**src/rtl/mtu_defs.vh**
```
`ifndef MTU_DEFS_VH
`define MTU_DEFS_VH

// ****************************************************
// register indices, byte address is four times these
// ****************************************************
`define MTU_IDX_FIRST_COUNTER   8'h40
`define MTU_IDX_FIRST_RELOAD    8'h42
`define MTU_IDX_SECOND_RELOAD   8'h44
`define MTU_IDX_SECOND_COUNTER  8'h46
`define MTU_IDX_PRESCALE        8'h48
`define MTU_IDX_CLOCK_CTRL      8'h4A
`define MTU_IDX_MODE_CTRL       8'h4C
`define MTU_IDX_INT_CTRL        8'h4E
`define MTU_IDX_INT_CLEAR       8'h50

// ****************************************************
// field positions
// ****************************************************
`define MTU_CLK1_LSB            0
`define MTU_CLK1_MSB            2
`define MTU_CLK2_LSB            3
`define MTU_CLK2_MSB            5
`define MTU_MODE_LSB            0
`define MTU_MODE_MSB            1
`define MTU_EDGE_BIT            2
`define MTU_PINEN_BIT           4
`define MTU_INIT_BIT            6
`define MTU_PEND_LSB            0
`define MTU_PEND_MSB            3
`define MTU_IEN_LSB             4
`define MTU_IEN_MSB             7
`define MTU_SRC_A               0
`define MTU_SRC_B               1
`define MTU_SRC_C               2
`define MTU_SRC_D               3

// ****************************************************
// encodings and reset values
// ****************************************************
`define MTU_MODE_PWM            2'b00
`define MTU_MODE_CAPTURE        2'b01
`define MTU_MODE_DUAL           2'b10
`define MTU_CSEL_STOP           3'b000
`define MTU_CSEL_PRESCALED      3'b001
`define MTU_CSEL_SLOW           3'b100
`define MTU_CNT_PRESET          16'hFFFF
`define MTU_CNT_ZERO            16'h0000
`define MTU_PS_ZERO             5'h00
`define MTU_BYTE_ZERO           8'h00
`define MTU_NIB_ZERO            4'h0
`define MTU_WORD_ZERO           32'h0000_0000

`endif

```
**src/rtl/mtu_timer.v**
```verilog
// Our own choices: the Avalon-MM register port and the placing of the registers.
`timescale 1ns/10ps
// Functional notes
// - two 16-bit down-counters with reload registers
// - per-counter clock select: stop, prescaled, slow
// - 5-bit prescaler divides by divisor plus one
// - reset clears divisor and prescaler counter
// - slow clock synchronized before use
// - counters hold while system clock stops
// - counters disabled after reset until configured
// - pwm mode reloads alternately first, second
// - pwm restart always reloads first register first
// - pwm toggles pin on every underflow
// - pwm reload sets pending a or b
// - second counter underflow raises source d
// - capture edge copies first counter to register
// - preset on capture forces counter to ffff
// - capture sets a on edge, c on underflow
// - dual mode reload from first, optional toggle
// - dual mode rising toggle sets c, a-enabled
// - dual mode second counter reloads, sets d
// - a, b, c form irq one; d irq two
// - mode field 00 pwm, 01 capture, 10 dual
// - clock codes 000 stop, 001 prescaled, 100 slow
// - edge bit 0 falling, 1 rising
// - pin starts at software initial level
`include "mtu_defs.vh"

module mtu_timer #(
  parameter CNT_W = 16,
  parameter PS_W  = 5
) (
  input  wire        i_clock,
  input  wire        i_rst,
  input  wire [9:0]  i_avs_address,
  input  wire        i_avs_read,
  input  wire        i_avs_write,
  input  wire [31:0] i_avs_writedata,
  output wire [31:0] o_avs_readdata,
  output wire        o_avs_waitrequest,
  input  wire        i_slow_clock,
  input  wire        i_timer_io_pin,
  output wire        o_timer_io_pin,
  output wire        o_timer_io_oe_n,
  output wire        o_irq_one,
  output wire        o_irq_two
);

  // ****************************************************
  // functions
  // ****************************************************

  // counter tick from a clock select code
  function sel_tick;
    input [2:0] sel;
    input       ptick;
    input       stick;
    begin
      case (sel)
        `MTU_CSEL_PRESCALED: sel_tick = ptick;
        `MTU_CSEL_SLOW:      sel_tick = stick;
        default:             sel_tick = 1'b0;
      endcase
    end
  endfunction

  // write strobe for one register index
  function reg_hit;
    input [7:0] idx;
    input [7:0] want;
    begin
      reg_hit = (idx == want);
    end
  endfunction

  // ****************************************************
  // declarations
  // ****************************************************
  reg  [31:0]      rdata_r;
  reg              ack_r;
  reg  [PS_W-1:0]  prescale_divisor_r;
  reg  [PS_W-1:0]  prescale_value_r;
  reg  [2:0]       first_clock_select_r;
  reg  [2:0]       second_clock_select_r;
  reg  [1:0]       mode_select_field_r;
  reg              pin_edge_polarity_r;
  reg              pin_function_enable_r;
  reg              pin_initial_level_r;
  reg  [3:0]       src_enable_r;
  reg  [3:0]       src_pending_r;
  reg  [3:0]       src_pending_nxt;
  reg  [CNT_W-1:0] first_counter_r;
  reg  [CNT_W-1:0] second_counter_r;
  reg  [CNT_W-1:0] first_reload_capture_r;
  reg  [CNT_W-1:0] second_reload_r;
  reg              use_second_r;
  reg              pin_out_r;
  reg              slow_meta_r;
  reg              slow_sync_r;
  reg              slow_prev_r;
  reg              pin_meta_r;
  reg              pin_sync_r;
  reg              pin_prev_r;
  reg              irq_one_r;
  reg              irq_two_r;
  reg  [31:0]      rdata_nxt;

  wire [7:0]       idx;
  wire             access;
  wire             wr_en;
  wire             ptick;
  wire             stick;
  wire             tick1;
  wire             tick2;
  wire             uf1;
  wire             uf2;
  wire             mode_pwm;
  wire             mode_cap;
  wire             mode_dual;
  wire             cap_edge;
  wire             pin_drive;
  wire             toggle;
  wire             rise_toggle;

  // ****************************************************
  // avalon slave handshake
  // ****************************************************

  // one wait state, then the access completes
  assign idx               = i_avs_address[9:2];
  assign access            = i_avs_read | i_avs_write;
  assign o_avs_waitrequest = access & ~ack_r;
  assign wr_en             = i_avs_write & ack_r;
  assign o_avs_readdata    = rdata_r;

  // ack pulses one cycle after a request shows
  always @(posedge i_clock) begin
    if (i_rst) begin
      ack_r <= 1'b0;
    end else begin
      ack_r <= access & ~ack_r;
    end
  end

  // read mux, unmapped indices read zero
  always @* begin
    rdata_nxt = `MTU_WORD_ZERO;
    case (idx)
      `MTU_IDX_FIRST_COUNTER:  rdata_nxt[CNT_W-1:0] = first_counter_r;
      `MTU_IDX_FIRST_RELOAD:   rdata_nxt[CNT_W-1:0] = first_reload_capture_r;
      `MTU_IDX_SECOND_RELOAD:  rdata_nxt[CNT_W-1:0] = second_reload_r;
      `MTU_IDX_SECOND_COUNTER: rdata_nxt[CNT_W-1:0] = second_counter_r;
      `MTU_IDX_PRESCALE:       rdata_nxt[PS_W-1:0]  = prescale_divisor_r;
      `MTU_IDX_CLOCK_CTRL: begin
        rdata_nxt[`MTU_CLK1_MSB:`MTU_CLK1_LSB] = first_clock_select_r;
        rdata_nxt[`MTU_CLK2_MSB:`MTU_CLK2_LSB] = second_clock_select_r;
      end
      `MTU_IDX_MODE_CTRL: begin
        rdata_nxt[`MTU_MODE_MSB:`MTU_MODE_LSB] = mode_select_field_r;
        rdata_nxt[`MTU_EDGE_BIT]               = pin_edge_polarity_r;
        rdata_nxt[`MTU_PINEN_BIT]              = pin_function_enable_r;
        rdata_nxt[`MTU_INIT_BIT]               = pin_initial_level_r;
      end
      `MTU_IDX_INT_CTRL: begin
        rdata_nxt[`MTU_PEND_MSB:`MTU_PEND_LSB] = src_pending_r;
        rdata_nxt[`MTU_IEN_MSB:`MTU_IEN_LSB]   = src_enable_r;
      end
      default: rdata_nxt = `MTU_WORD_ZERO;
    endcase
  end

  // read data captured as the ack rises
  always @(posedge i_clock) begin
    if (i_rst) begin
      rdata_r <= `MTU_WORD_ZERO;
    end else if (i_avs_read & ~ack_r) begin
      rdata_r <= rdata_nxt;
    end
  end

  // ****************************************************
  // control registers
  // ****************************************************

  always @(posedge i_clock) begin
    if (i_rst) begin
      prescale_divisor_r    <= `MTU_PS_ZERO;
      first_clock_select_r  <= `MTU_CSEL_STOP;
      second_clock_select_r <= `MTU_CSEL_STOP;
      mode_select_field_r   <= `MTU_MODE_PWM;
      pin_edge_polarity_r   <= 1'b0;
      pin_function_enable_r <= 1'b0;
      pin_initial_level_r   <= 1'b0;
      src_enable_r          <= `MTU_NIB_ZERO;
    end else if (wr_en) begin
      if (reg_hit(idx, `MTU_IDX_PRESCALE)) begin
        prescale_divisor_r <= i_avs_writedata[PS_W-1:0];
      end
      if (reg_hit(idx, `MTU_IDX_CLOCK_CTRL)) begin
        first_clock_select_r  <=
          i_avs_writedata[`MTU_CLK1_MSB:`MTU_CLK1_LSB];
        second_clock_select_r <=
          i_avs_writedata[`MTU_CLK2_MSB:`MTU_CLK2_LSB];
      end
      if (reg_hit(idx, `MTU_IDX_MODE_CTRL)) begin
        mode_select_field_r   <=
          i_avs_writedata[`MTU_MODE_MSB:`MTU_MODE_LSB];
        pin_edge_polarity_r   <= i_avs_writedata[`MTU_EDGE_BIT];
        pin_function_enable_r <= i_avs_writedata[`MTU_PINEN_BIT];
        pin_initial_level_r   <= i_avs_writedata[`MTU_INIT_BIT];
      end
      if (reg_hit(idx, `MTU_IDX_INT_CTRL)) begin
        src_enable_r <= i_avs_writedata[`MTU_IEN_MSB:`MTU_IEN_LSB];
      end
    end
  end

  // ****************************************************
  // prescaler and slow clock synchronizer
  // ****************************************************

  assign ptick = (prescale_value_r == `MTU_PS_ZERO);

  always @(posedge i_clock) begin
    if (i_rst) begin
      prescale_value_r <= `MTU_PS_ZERO;
    end else if (ptick) begin
      prescale_value_r <= prescale_divisor_r;
    end else begin
      prescale_value_r <= prescale_value_r - 1'b1;
    end
  end

  always @(posedge i_clock) begin
    if (i_rst) begin
      slow_meta_r <= 1'b0;
      slow_sync_r <= 1'b0;
      slow_prev_r <= 1'b0;
    end else begin
      slow_meta_r <= i_slow_clock;
      slow_sync_r <= slow_meta_r;
      slow_prev_r <= slow_sync_r;
    end
  end
  assign stick = slow_sync_r & ~slow_prev_r;

  always @(posedge i_clock) begin
    if (i_rst) begin
      pin_meta_r <= 1'b0;
      pin_sync_r <= 1'b0;
      pin_prev_r <= 1'b0;
    end else begin
      pin_meta_r <= i_timer_io_pin;
      pin_sync_r <= pin_meta_r;
      pin_prev_r <= pin_sync_r;
    end
  end

  // ****************************************************
  // mode decode and events
  // ****************************************************

  assign mode_pwm  = (mode_select_field_r == `MTU_MODE_PWM);
  assign mode_cap  = (mode_select_field_r == `MTU_MODE_CAPTURE);
  assign mode_dual = (mode_select_field_r == `MTU_MODE_DUAL);

  assign tick1 = sel_tick(first_clock_select_r, ptick, stick);
  assign tick2 = sel_tick(second_clock_select_r, ptick, stick);
  assign uf1   = tick1 & (first_counter_r == `MTU_CNT_ZERO);
  assign uf2   = tick2 & (second_counter_r == `MTU_CNT_ZERO);

  assign cap_edge = mode_cap & (pin_edge_polarity_r ?
                    (pin_sync_r & ~pin_prev_r) :
                    (~pin_sync_r & pin_prev_r));

  assign pin_drive   = pin_function_enable_r & ~mode_cap;
  assign toggle      = pin_drive & uf1 & (mode_pwm | mode_dual);
  assign rise_toggle = toggle & mode_dual & ~pin_out_r;

  // ****************************************************
  // first counter
  // ****************************************************

  // all state only moves on the system clock
  always @(posedge i_clock) begin
    if (i_rst) begin
      first_counter_r <= `MTU_CNT_ZERO;
      use_second_r    <= 1'b0;
    end else begin
      if (wr_en & reg_hit(idx, `MTU_IDX_FIRST_COUNTER)) begin
        first_counter_r <= i_avs_writedata[CNT_W-1:0];
      end else if (cap_edge & pin_function_enable_r) begin
        first_counter_r <= `MTU_CNT_PRESET;
      end else if (tick1) begin
        if (uf1 & mode_pwm) begin
          first_counter_r <= use_second_r ? second_reload_r :
                             first_reload_capture_r;
        end else if (uf1 & mode_dual) begin
          first_counter_r <= first_reload_capture_r;
        end else begin
          first_counter_r <= first_counter_r - 1'b1;
        end
      end
      if (~mode_pwm |
          (first_clock_select_r == `MTU_CSEL_STOP)) begin
        use_second_r <= 1'b0;
      end else if (uf1) begin
        use_second_r <= ~use_second_r;
      end
    end
  end

  always @(posedge i_clock) begin
    if (i_rst) begin
      first_reload_capture_r <= `MTU_CNT_ZERO;
    end else if (cap_edge) begin
      first_reload_capture_r <= first_counter_r;
    end else if (wr_en & reg_hit(idx, `MTU_IDX_FIRST_RELOAD)) begin
      first_reload_capture_r <= i_avs_writedata[CNT_W-1:0];
    end
  end

  // ****************************************************
  // second counter
  // ****************************************************

  always @(posedge i_clock) begin
    if (i_rst) begin
      second_counter_r <= `MTU_CNT_ZERO;
      second_reload_r  <= `MTU_CNT_ZERO;
    end else begin
      if (wr_en & reg_hit(idx, `MTU_IDX_SECOND_RELOAD)) begin
        second_reload_r <= i_avs_writedata[CNT_W-1:0];
      end
      if (wr_en & reg_hit(idx, `MTU_IDX_SECOND_COUNTER)) begin
        second_counter_r <= i_avs_writedata[CNT_W-1:0];
      end else if (uf2) begin
        second_counter_r <= second_reload_r;
      end else if (tick2) begin
        second_counter_r <= second_counter_r - 1'b1;
      end
    end
  end

  // ****************************************************
  // timer pin output
  // ****************************************************

  always @(posedge i_clock) begin
    if (i_rst) begin
      pin_out_r <= 1'b0;
    end else if (first_clock_select_r == `MTU_CSEL_STOP) begin
      pin_out_r <= pin_initial_level_r;
    end else if (toggle) begin
      pin_out_r <= ~pin_out_r;
    end
  end

  assign o_timer_io_pin  = pin_out_r;
  assign o_timer_io_oe_n = ~pin_drive;

  // ****************************************************
  // pending flags and interrupts
  // ****************************************************

  // pending set per mode, set beats clear
  always @* begin
    src_pending_nxt = src_pending_r;
    if (wr_en & reg_hit(idx, `MTU_IDX_INT_CLEAR)) begin
      src_pending_nxt = src_pending_r &
        ~i_avs_writedata[`MTU_PEND_MSB:`MTU_PEND_LSB];
    end
    if (mode_pwm & uf1 & ~use_second_r) begin
      src_pending_nxt[`MTU_SRC_A] = 1'b1;
    end
    if (mode_pwm & uf1 & use_second_r) begin
      src_pending_nxt[`MTU_SRC_B] = 1'b1;
    end
    if (cap_edge) begin
      src_pending_nxt[`MTU_SRC_A] = 1'b1;
    end
    if (mode_cap & uf1) begin
      src_pending_nxt[`MTU_SRC_C] = 1'b1;
    end
    if (rise_toggle) begin
      src_pending_nxt[`MTU_SRC_C] = 1'b1;
    end
    if (uf2) begin
      src_pending_nxt[`MTU_SRC_D] = 1'b1;
    end
  end

  always @(posedge i_clock) begin
    if (i_rst) begin
      src_pending_r <= `MTU_NIB_ZERO;
    end else begin
      src_pending_r <= src_pending_nxt;
    end
  end

  // group a, b, c onto irq one
  always @(posedge i_clock) begin
    if (i_rst) begin
      irq_one_r <= 1'b0;
      irq_two_r <= 1'b0;
    end else begin
      irq_one_r <=
        (src_pending_r[`MTU_SRC_A] & src_enable_r[`MTU_SRC_A]) |
        (src_pending_r[`MTU_SRC_B] & src_enable_r[`MTU_SRC_B]) |
        (src_pending_r[`MTU_SRC_C] &
         (mode_dual ? src_enable_r[`MTU_SRC_A] :
                      src_enable_r[`MTU_SRC_C]));
      irq_two_r <= src_pending_r[`MTU_SRC_D] & src_enable_r[`MTU_SRC_D];
    end
  end

  assign o_irq_one = irq_one_r;
  assign o_irq_two = irq_two_r;

endmodule

```
**config.mk**
```make
export PLATFORM = sky130hd
export DESIGN_NAME = mtu_timer
export DESIGN_NICKNAME = d
export VERILOG_FILES = /design/src/rtl/mtu_timer.v
export VERILOG_INCLUDE_DIRS = /design/src /design/src/rtl
export SDC_FILE = /design/constraint.sdc
export NUM_CORES = 1
export LEC_CHECK = 0
export ABC_AREA = 1
export BUFFER_PORTS_ARGS = -buffer_cell sky130_fd_sc_hd__buf_2
export CORE_MARGIN = 4
export CORE_UTILIZATION = 54
export DETAILED_ROUTE_END_ITERATION = 16
export PLACE_DENSITY = 0.74
export REMOVE_ABC_BUFFERS = 1
export SYNTH_ARGS = -nofsm -noshare
export SYNTH_HDL_FRONTEND = slang
export SYNTH_SLANG_ARGS = --single-unit
```
**constraint.sdc**
```tcl
create_clock -name i_clock -period 1.7 [get_ports i_clock]
set_input_delay 0.34 -clock i_clock [delete_from_list [all_inputs] [get_ports i_clock]]
set_output_delay 0.34 -clock i_clock [all_outputs]
set_load 0.05 [all_outputs]
```
==> Word-level counts from Yosys, hierarchy flattened <==
Index checks and enable logic that the tools add are counted.
{ "word_totals": {"output_inout_bits": 37, "ff_bits": 120, "inputBits": 48} }
{ "classes": {"mux": 32, "n_eq_ne": 15, "bitwise": 45, "n_reduce_logical": 18, "addsub": 3} }
{ "ops": {"columns": ["op", "count"], "rows": [
  ["16-bit two-way mux", 11],
  ["8-bit by 7-bit equality test with 1-bit output (second input constant)", 9],
  ["16-bit zero test", 2],
  ["8-bit one-hot mux with 4 select lines", 1],
  ["16-bit by 1-bit subtractor with 16-bit output (second input constant)", 2],
  ["1-bit bitwise AND", 29],
  ["3-bit one-hot mux with 8 select lines", 1],
  ["1-bit one-hot mux with 6 select lines", 2],
  ["3-bit nonzero test", 4],
  ["1-bit two-way mux", 10],
  ["1-bit inverter", 9],
  ["1-bit one-hot mux with 8 select lines", 1],
  ["2-bit AND reduction", 4],
  ["2-bit nonzero test", 4],
  ["1-bit one-hot mux with 7 select lines", 1],
  ["3-bit by 1-bit equality test with 1-bit output (second input constant)", 2],
  ["3-bit equality test (second input constant)", 2],
  ["5-bit zero test", 1],
  ["5-bit two-way mux", 1],
  ["1-bit bitwise OR", 5],
  ["1-bit one-hot mux with 5 select lines", 1],
  ["5-bit by 1-bit subtractor with 5-bit output (second input constant)", 1],
  ["4-bit bitwise AND", 1],
  ["4-bit two-way mux", 1],
  ["other kinds (7)", 8]
]} }

==> Depth between registers and ports, before layout <==
{ "logic_depth": {"depth_word": 10, "mapped_depth": 16} }

==> Worst setup path before layout <==
No wires, ideal clock.
{ "synth_timing": {"path_kind": "register to output", "start": "register mode_select_field_r[0]", "end": "output port o_timer_io_oe_n", "path_buffers": 1, "t_arrival_ns": 1.759, "slack_ns": -0.399, "stages_incl_launch_ff": 4, "required_ns": 1.360, "cell_sequence": "dfxtp_1 > inv_2 > clkbuf_1 > o21ai_0"} }
{ "synth_via": {"elab_chain_cells": 4} }
{ "synth_rtl": {"columns": ["item", "line", "rtl"], "rows": [
  ["start, declared", "mtu_timer.v:85", "reg [1:0] mode_select_field_r;"],
  ["start signal, assigned", "mtu_timer.v:190", "mode_select_field_r <= `MTU_MODE_PWM;"],
  ["start signal, assigned", "mtu_timer.v:206", "mode_select_field_r <="],
  ["2-bit by 1-bit equality test with 1-bit output (no source line)", null, null],
  ["1-bit inverter", "mtu_timer.v:276", "assign pin_drive = pin_function_enable_r & ~mode_cap;"],
  ["1-bit bitwise AND", "mtu_timer.v:276", null],
  ["1-bit inverter", "mtu_timer.v:360", "assign o_timer_io_oe_n = ~pin_drive;"],
  ["end, declared", "mtu_timer.v:44", "output wire o_timer_io_oe_n,"]
]} }
No other way between the ends.

==> Worst setup path after layout <==
{ "layout_timing": {"start": "register prescale_value_r[0]", "end": "register first_counter_r[8]"} }
{ "layout_via": {"elab_chain_cells": 9} }
{ "layout_rtl": {"columns": ["item", "line", "rtl"], "rows": [
  ["start, declared", "mtu_timer.v:82", "reg [PS_W-1:0] prescale_value_r;"],
  ["start signal, assigned", "mtu_timer.v:226", "prescale_value_r <= `MTU_PS_ZERO;"],
  ["start signal, assigned", "mtu_timer.v:228", "prescale_value_r <= prescale_divisor_r;"],
  ["start signal, assigned", "mtu_timer.v:230", "prescale_value_r <= prescale_value_r - 1'b1;"],
  ["5-bit zero test (no source line) (*)", null, null],
  ["1-bit one-hot mux with 2 select lines (*)", "mtu_timer.v:59", "case (sel)"],
  ["1-bit bitwise AND", "mtu_timer.v:269", "assign uf1 = tick1 & (first_counter_r == `MTU_CNT_ZERO);"],
  ["1-bit bitwise AND", "mtu_timer.v:298", "end else if (uf1 & mode_dual) begin"],
  ["16-bit two-way mux", "mtu_timer.v:298", null],
  ["16-bit two-way mux", "mtu_timer.v:295", "if (uf1 & mode_pwm) begin"],
  ["16-bit two-way mux", "mtu_timer.v:294", "end else if (tick1) begin"],
  ["16-bit two-way mux", "mtu_timer.v:292", "end else if (cap_edge & pin_function_enable_r) begin"],
  ["16-bit two-way mux", "mtu_timer.v:290", "if (wr_en & reg_hit(idx, `MTU_IDX_FIRST_COUNTER)) begin"],
  ["end signal, assigned", "mtu_timer.v:291", "first_counter_r <= i_avs_writedata[CNT_W-1:0];"],
  ["end signal, assigned", "mtu_timer.v:293", "first_counter_r <= `MTU_CNT_PRESET;"],
  ["end signal, assigned", "mtu_timer.v:296", "first_counter_r <= use_second_r ? second_reload_r :"],
  ["end, declared", "mtu_timer.v:92", "reg [CNT_W-1:0] first_counter_r;"]
]} }
Every way passes the cells marked *; elsewhere a longest branch is shown, timed or not. The select of a mux whose other input is x is not followed.
A chain may end at the register's enable or synchronous reset.

==> impl_metrics.json <==
{
  "outcome": "finished with violations",
  "violations": "setup timing",
  "relSlewSlack_pct": 59.1,
  "die_w_um": 125,
  "drt-total-wl_mm": 26.1,
  "async_flop_share_pct": 0,
  "grt_pass1_wl_mm": 40.8,
  "rows": 42,
  "cts.path.max_buffers": 2,
  "fin_ws_ns": -0.267,
  "initial_core_util_pct": 55.6,
  "clkLatencyLatePin_ns": 0.43,
  "fill_cells": 1105,
  "final_common_cell": "nand2_1",
  "cp.arrival_ns": 2.28,
  "synth-main-ff-cell": "dfxtp_1",
  "ys_ff_latch": 120,
  "grt_max_degree": 47,
  "endpoint_kind": "flip-flop",
  "path_buf_inv": 4,
  "seq_area_frac_synth_pct": 32.4,
  "gp_congestion": 1.02,
  "instances_no_fill": 1502,
  "die_area_um2": 15700,
  "cts_num_sinks": 120,
  "cp_slowest_stage_delay_ns": 0.32,
  "route.detailed.drc": 0,
  "clock-root-buffer": "clkbuf_16",
  "drtAntennaViolNets": 0,
  "vias_per_cell": 5.63,
  "min_path_type": "input pin to flip-flop",
  "placed_cell_area_um2": 8730,
  "hold_viol_final": 0,
  "fin_util_pct": 74.0,
  "drt_iter0_markers": 1029,
  "regArea_um2": 2410,
  "ioPinCount": 85,
  "hpwl_mm": 18.6,
  "rsz0062_at_grt": "yes",
  "worstSetupStartpointType": "flip-flop",
  "routedWlPerCell_um": 17.4,
  "cts_tree": "done",
  "path_common_cell": "nor2_4",
  "synth_area_um2": 7420,
  "worst_pin_slew_ns": 0.613,
  "path_clk_slew_ns": 0.05,
  "fin_nets": 1368,
  "gr-total-overflow": 0,
  "power.leakage_nw": 4.36,
  "syn_avg_cell_area_um2": 6.53,
  "track_usage_pct": 32.7,
  "path_max_fanout": 3,
  "n_antenna_cell": 0,
  "peakVddDrop_v": 0.00103,
  "yosysWarnings": 0,
  "synth-edff-count": 0,
  "fin_area_um2": 9880,
  "drv_slew": 0,
  "h-tree-depth": 4,
  "clock.fmax_mhz": 508,
  "drv_cap": 0,
  "post-place-cells": 1451,
  "finClkSkew_ns": 0.0107,
  "period_needed_ns": 1.97,
  "place_ws_ns": -0.209,
  "synthCells": 1136,
  "required_ns": 2.01,
  "finalSetupViolations": 38,
  "slowest_stage": "dfxtp_2",
  "timing.hold.ws_ns": 0.115,
  "drive_above_1_share_pct": 27.7,
  "synth_cell_types": 40,
  "antenna_found_initial": 0,
  "critPathKind": "flip-flop to flip-flop",
  "worstPathCellList": "inv_2, ha_4, inv_4, nor2_4, nand2_4, buf_12, nor2_4, nor2_4, nor2_4, buf_6, nand2_4, nand2_2, nand3_2, o21bai_1, a21oi_1",
  "power.density_nw_per_um2": 827,
  "fin_crit_sh_pct": 116,
  "cts_buffers": 17,
  "grt_pass1_vias": 7613,
  "dr.pass1.iters": 6,
  "crit_family": "simple AND/OR/NAND/NOR gates",
  "most-common-layout-cells": "206 x nand2_1, 151 x inv_1, 131 x buf_4",
  "die_height_um": 125,
  "fp.coreArea_um2": 13300,
  "syn_to_final_growth_pct": 33.3,
  "num_vias": 8455,
  "multi_input_area_um2": 4320,
  "port_buffers": 50
}
[path summary, 6_finish.rpt]
path / from / to / slack (ns) / depth (start not counted)
hold reg to reg: slow_meta_r / slow_sync_r / 0.41 / 2
hold / removal: i_timer_io_pin / pin_meta_r / 0.12 / 3
setup / recovery: prescale_value_r[0] / first_counter_r[8] / -0.27 / 15
setup reg to reg: prescale_value_r[0] / first_counter_r[8] / -0.27 / 15
[routing by layer]
metal	track usage, %	vias to the layer above	wire length (µm)
li1	-	4080	-
met1	46.0	3837	10900
met2	50.0	482	11700
met3	8.40	56	2950
met4	8.80	0	606
met5	0	-	0
[cells in the mapped netlist (all sizes together) (2+ instances only)]
cell type / n / area share, %
nand2: 236 / 13
inv: 178 / 9.0
dfxtp: 120 / 32
nor2: 119 / 7.1
o21ai: 106 / 7.3
a21oi: 87 / 6.4
nand3: 73 / 5.4
o22ai: 50 / 4.2
buf: 41 / 3.9
nand4: 25 / 2.5
clkbuf: 24 / 1.2
a31oi: 19 / 1.6
o211ai: 16 / 1.6
xor2: 13 / 1.5
nor3: 11 / 0.96
ha: 6 / 1.0
xnor2: 3 / 0.35
o2111ai: 2 / 0.24
o21bai: 2 / 0.20
[cells by family after synthesis]
logic type / count (synthesis) / share of synthesized area, %
other: 1 / 0.0506
buffers and inverters: 243 / 14.2
AO/OA/AOI/OAI: 285 / 21.9
AND/OR/NAND/NOR: 465 / 28.6
adder cells (fa/ha/maj): 6 / 1.01
XOR/XNOR: 16 / 1.89
flip-flops: 120 / 32.4
[layout make-up]
type	count	area share, %
well taps	176	2.23
multi-input cells	790	43.7
flip-flops and latches	120	24.4
clock buffers	17	4.30
inverters	178	6.86
repair buffers	207	16.5
clock inverters	14	2.00
[registers in the layout, summed over array words and instances (netlist names), 2 cells and up]
signal and flops:
prescale_divisor_r 5, first_counter_r 16, o_avs_readdata 16, prescale_value_r 5, second_counter_r 16, second_reload_r 16
second_clock_select_r 3, src_enable_r 4, src_pending_r 4, mode_select_field_r 2, first_reload_capture_r 16, first_clock_select_r 3
[worst register-to-register path: cells and delay by family (launching register included)]
family | cells | cell delay, ns
AND/OR/NAND/NOR | 8 | 0.73
buffers and inverters | 4 | 0.39
flip-flops | 1 | 0.32
AO/OA/AOI/OAI | 2 | 0.28
adder cells (fa/ha/maj) | 1 | 0.15
[per-stage QoR]
step	setup TNS (ns)	power, mW
floorplan	-16.05	3.53
global placement	-7.32	3.95
detailed placement	-9.97	3.98
CTS	-3.70	7.93
global route	-10.41	8.44
finish	-6.96	8.17
[repair_timing]
| item | in CTS | in global routing |
|---|---|---|
| cloned | 4 | 0 |
| endpoints found under the setup margin | 37 | 41 |
| gates resized for setup | 57 | 48 |
| pin swaps | 28 | 20 |
| hold buffers | 0 | 0 |
| setup buffers | 9 | 11 |
[report_power, final]
| part | switching, mW | leakage [nW] | total, mW | internal [mW] |
|---|---|---|---|---|
| Combinational | 0.759 | 3.09 | 1.39 | 0.627 |
| Sequential | 0.0538 | 0.971 | 2.94 | 2.88 |
| Clock | 1.40 | 0.300 | 3.85 | 2.45 |
Note: power is estimated with default switching activity, not from simulation.
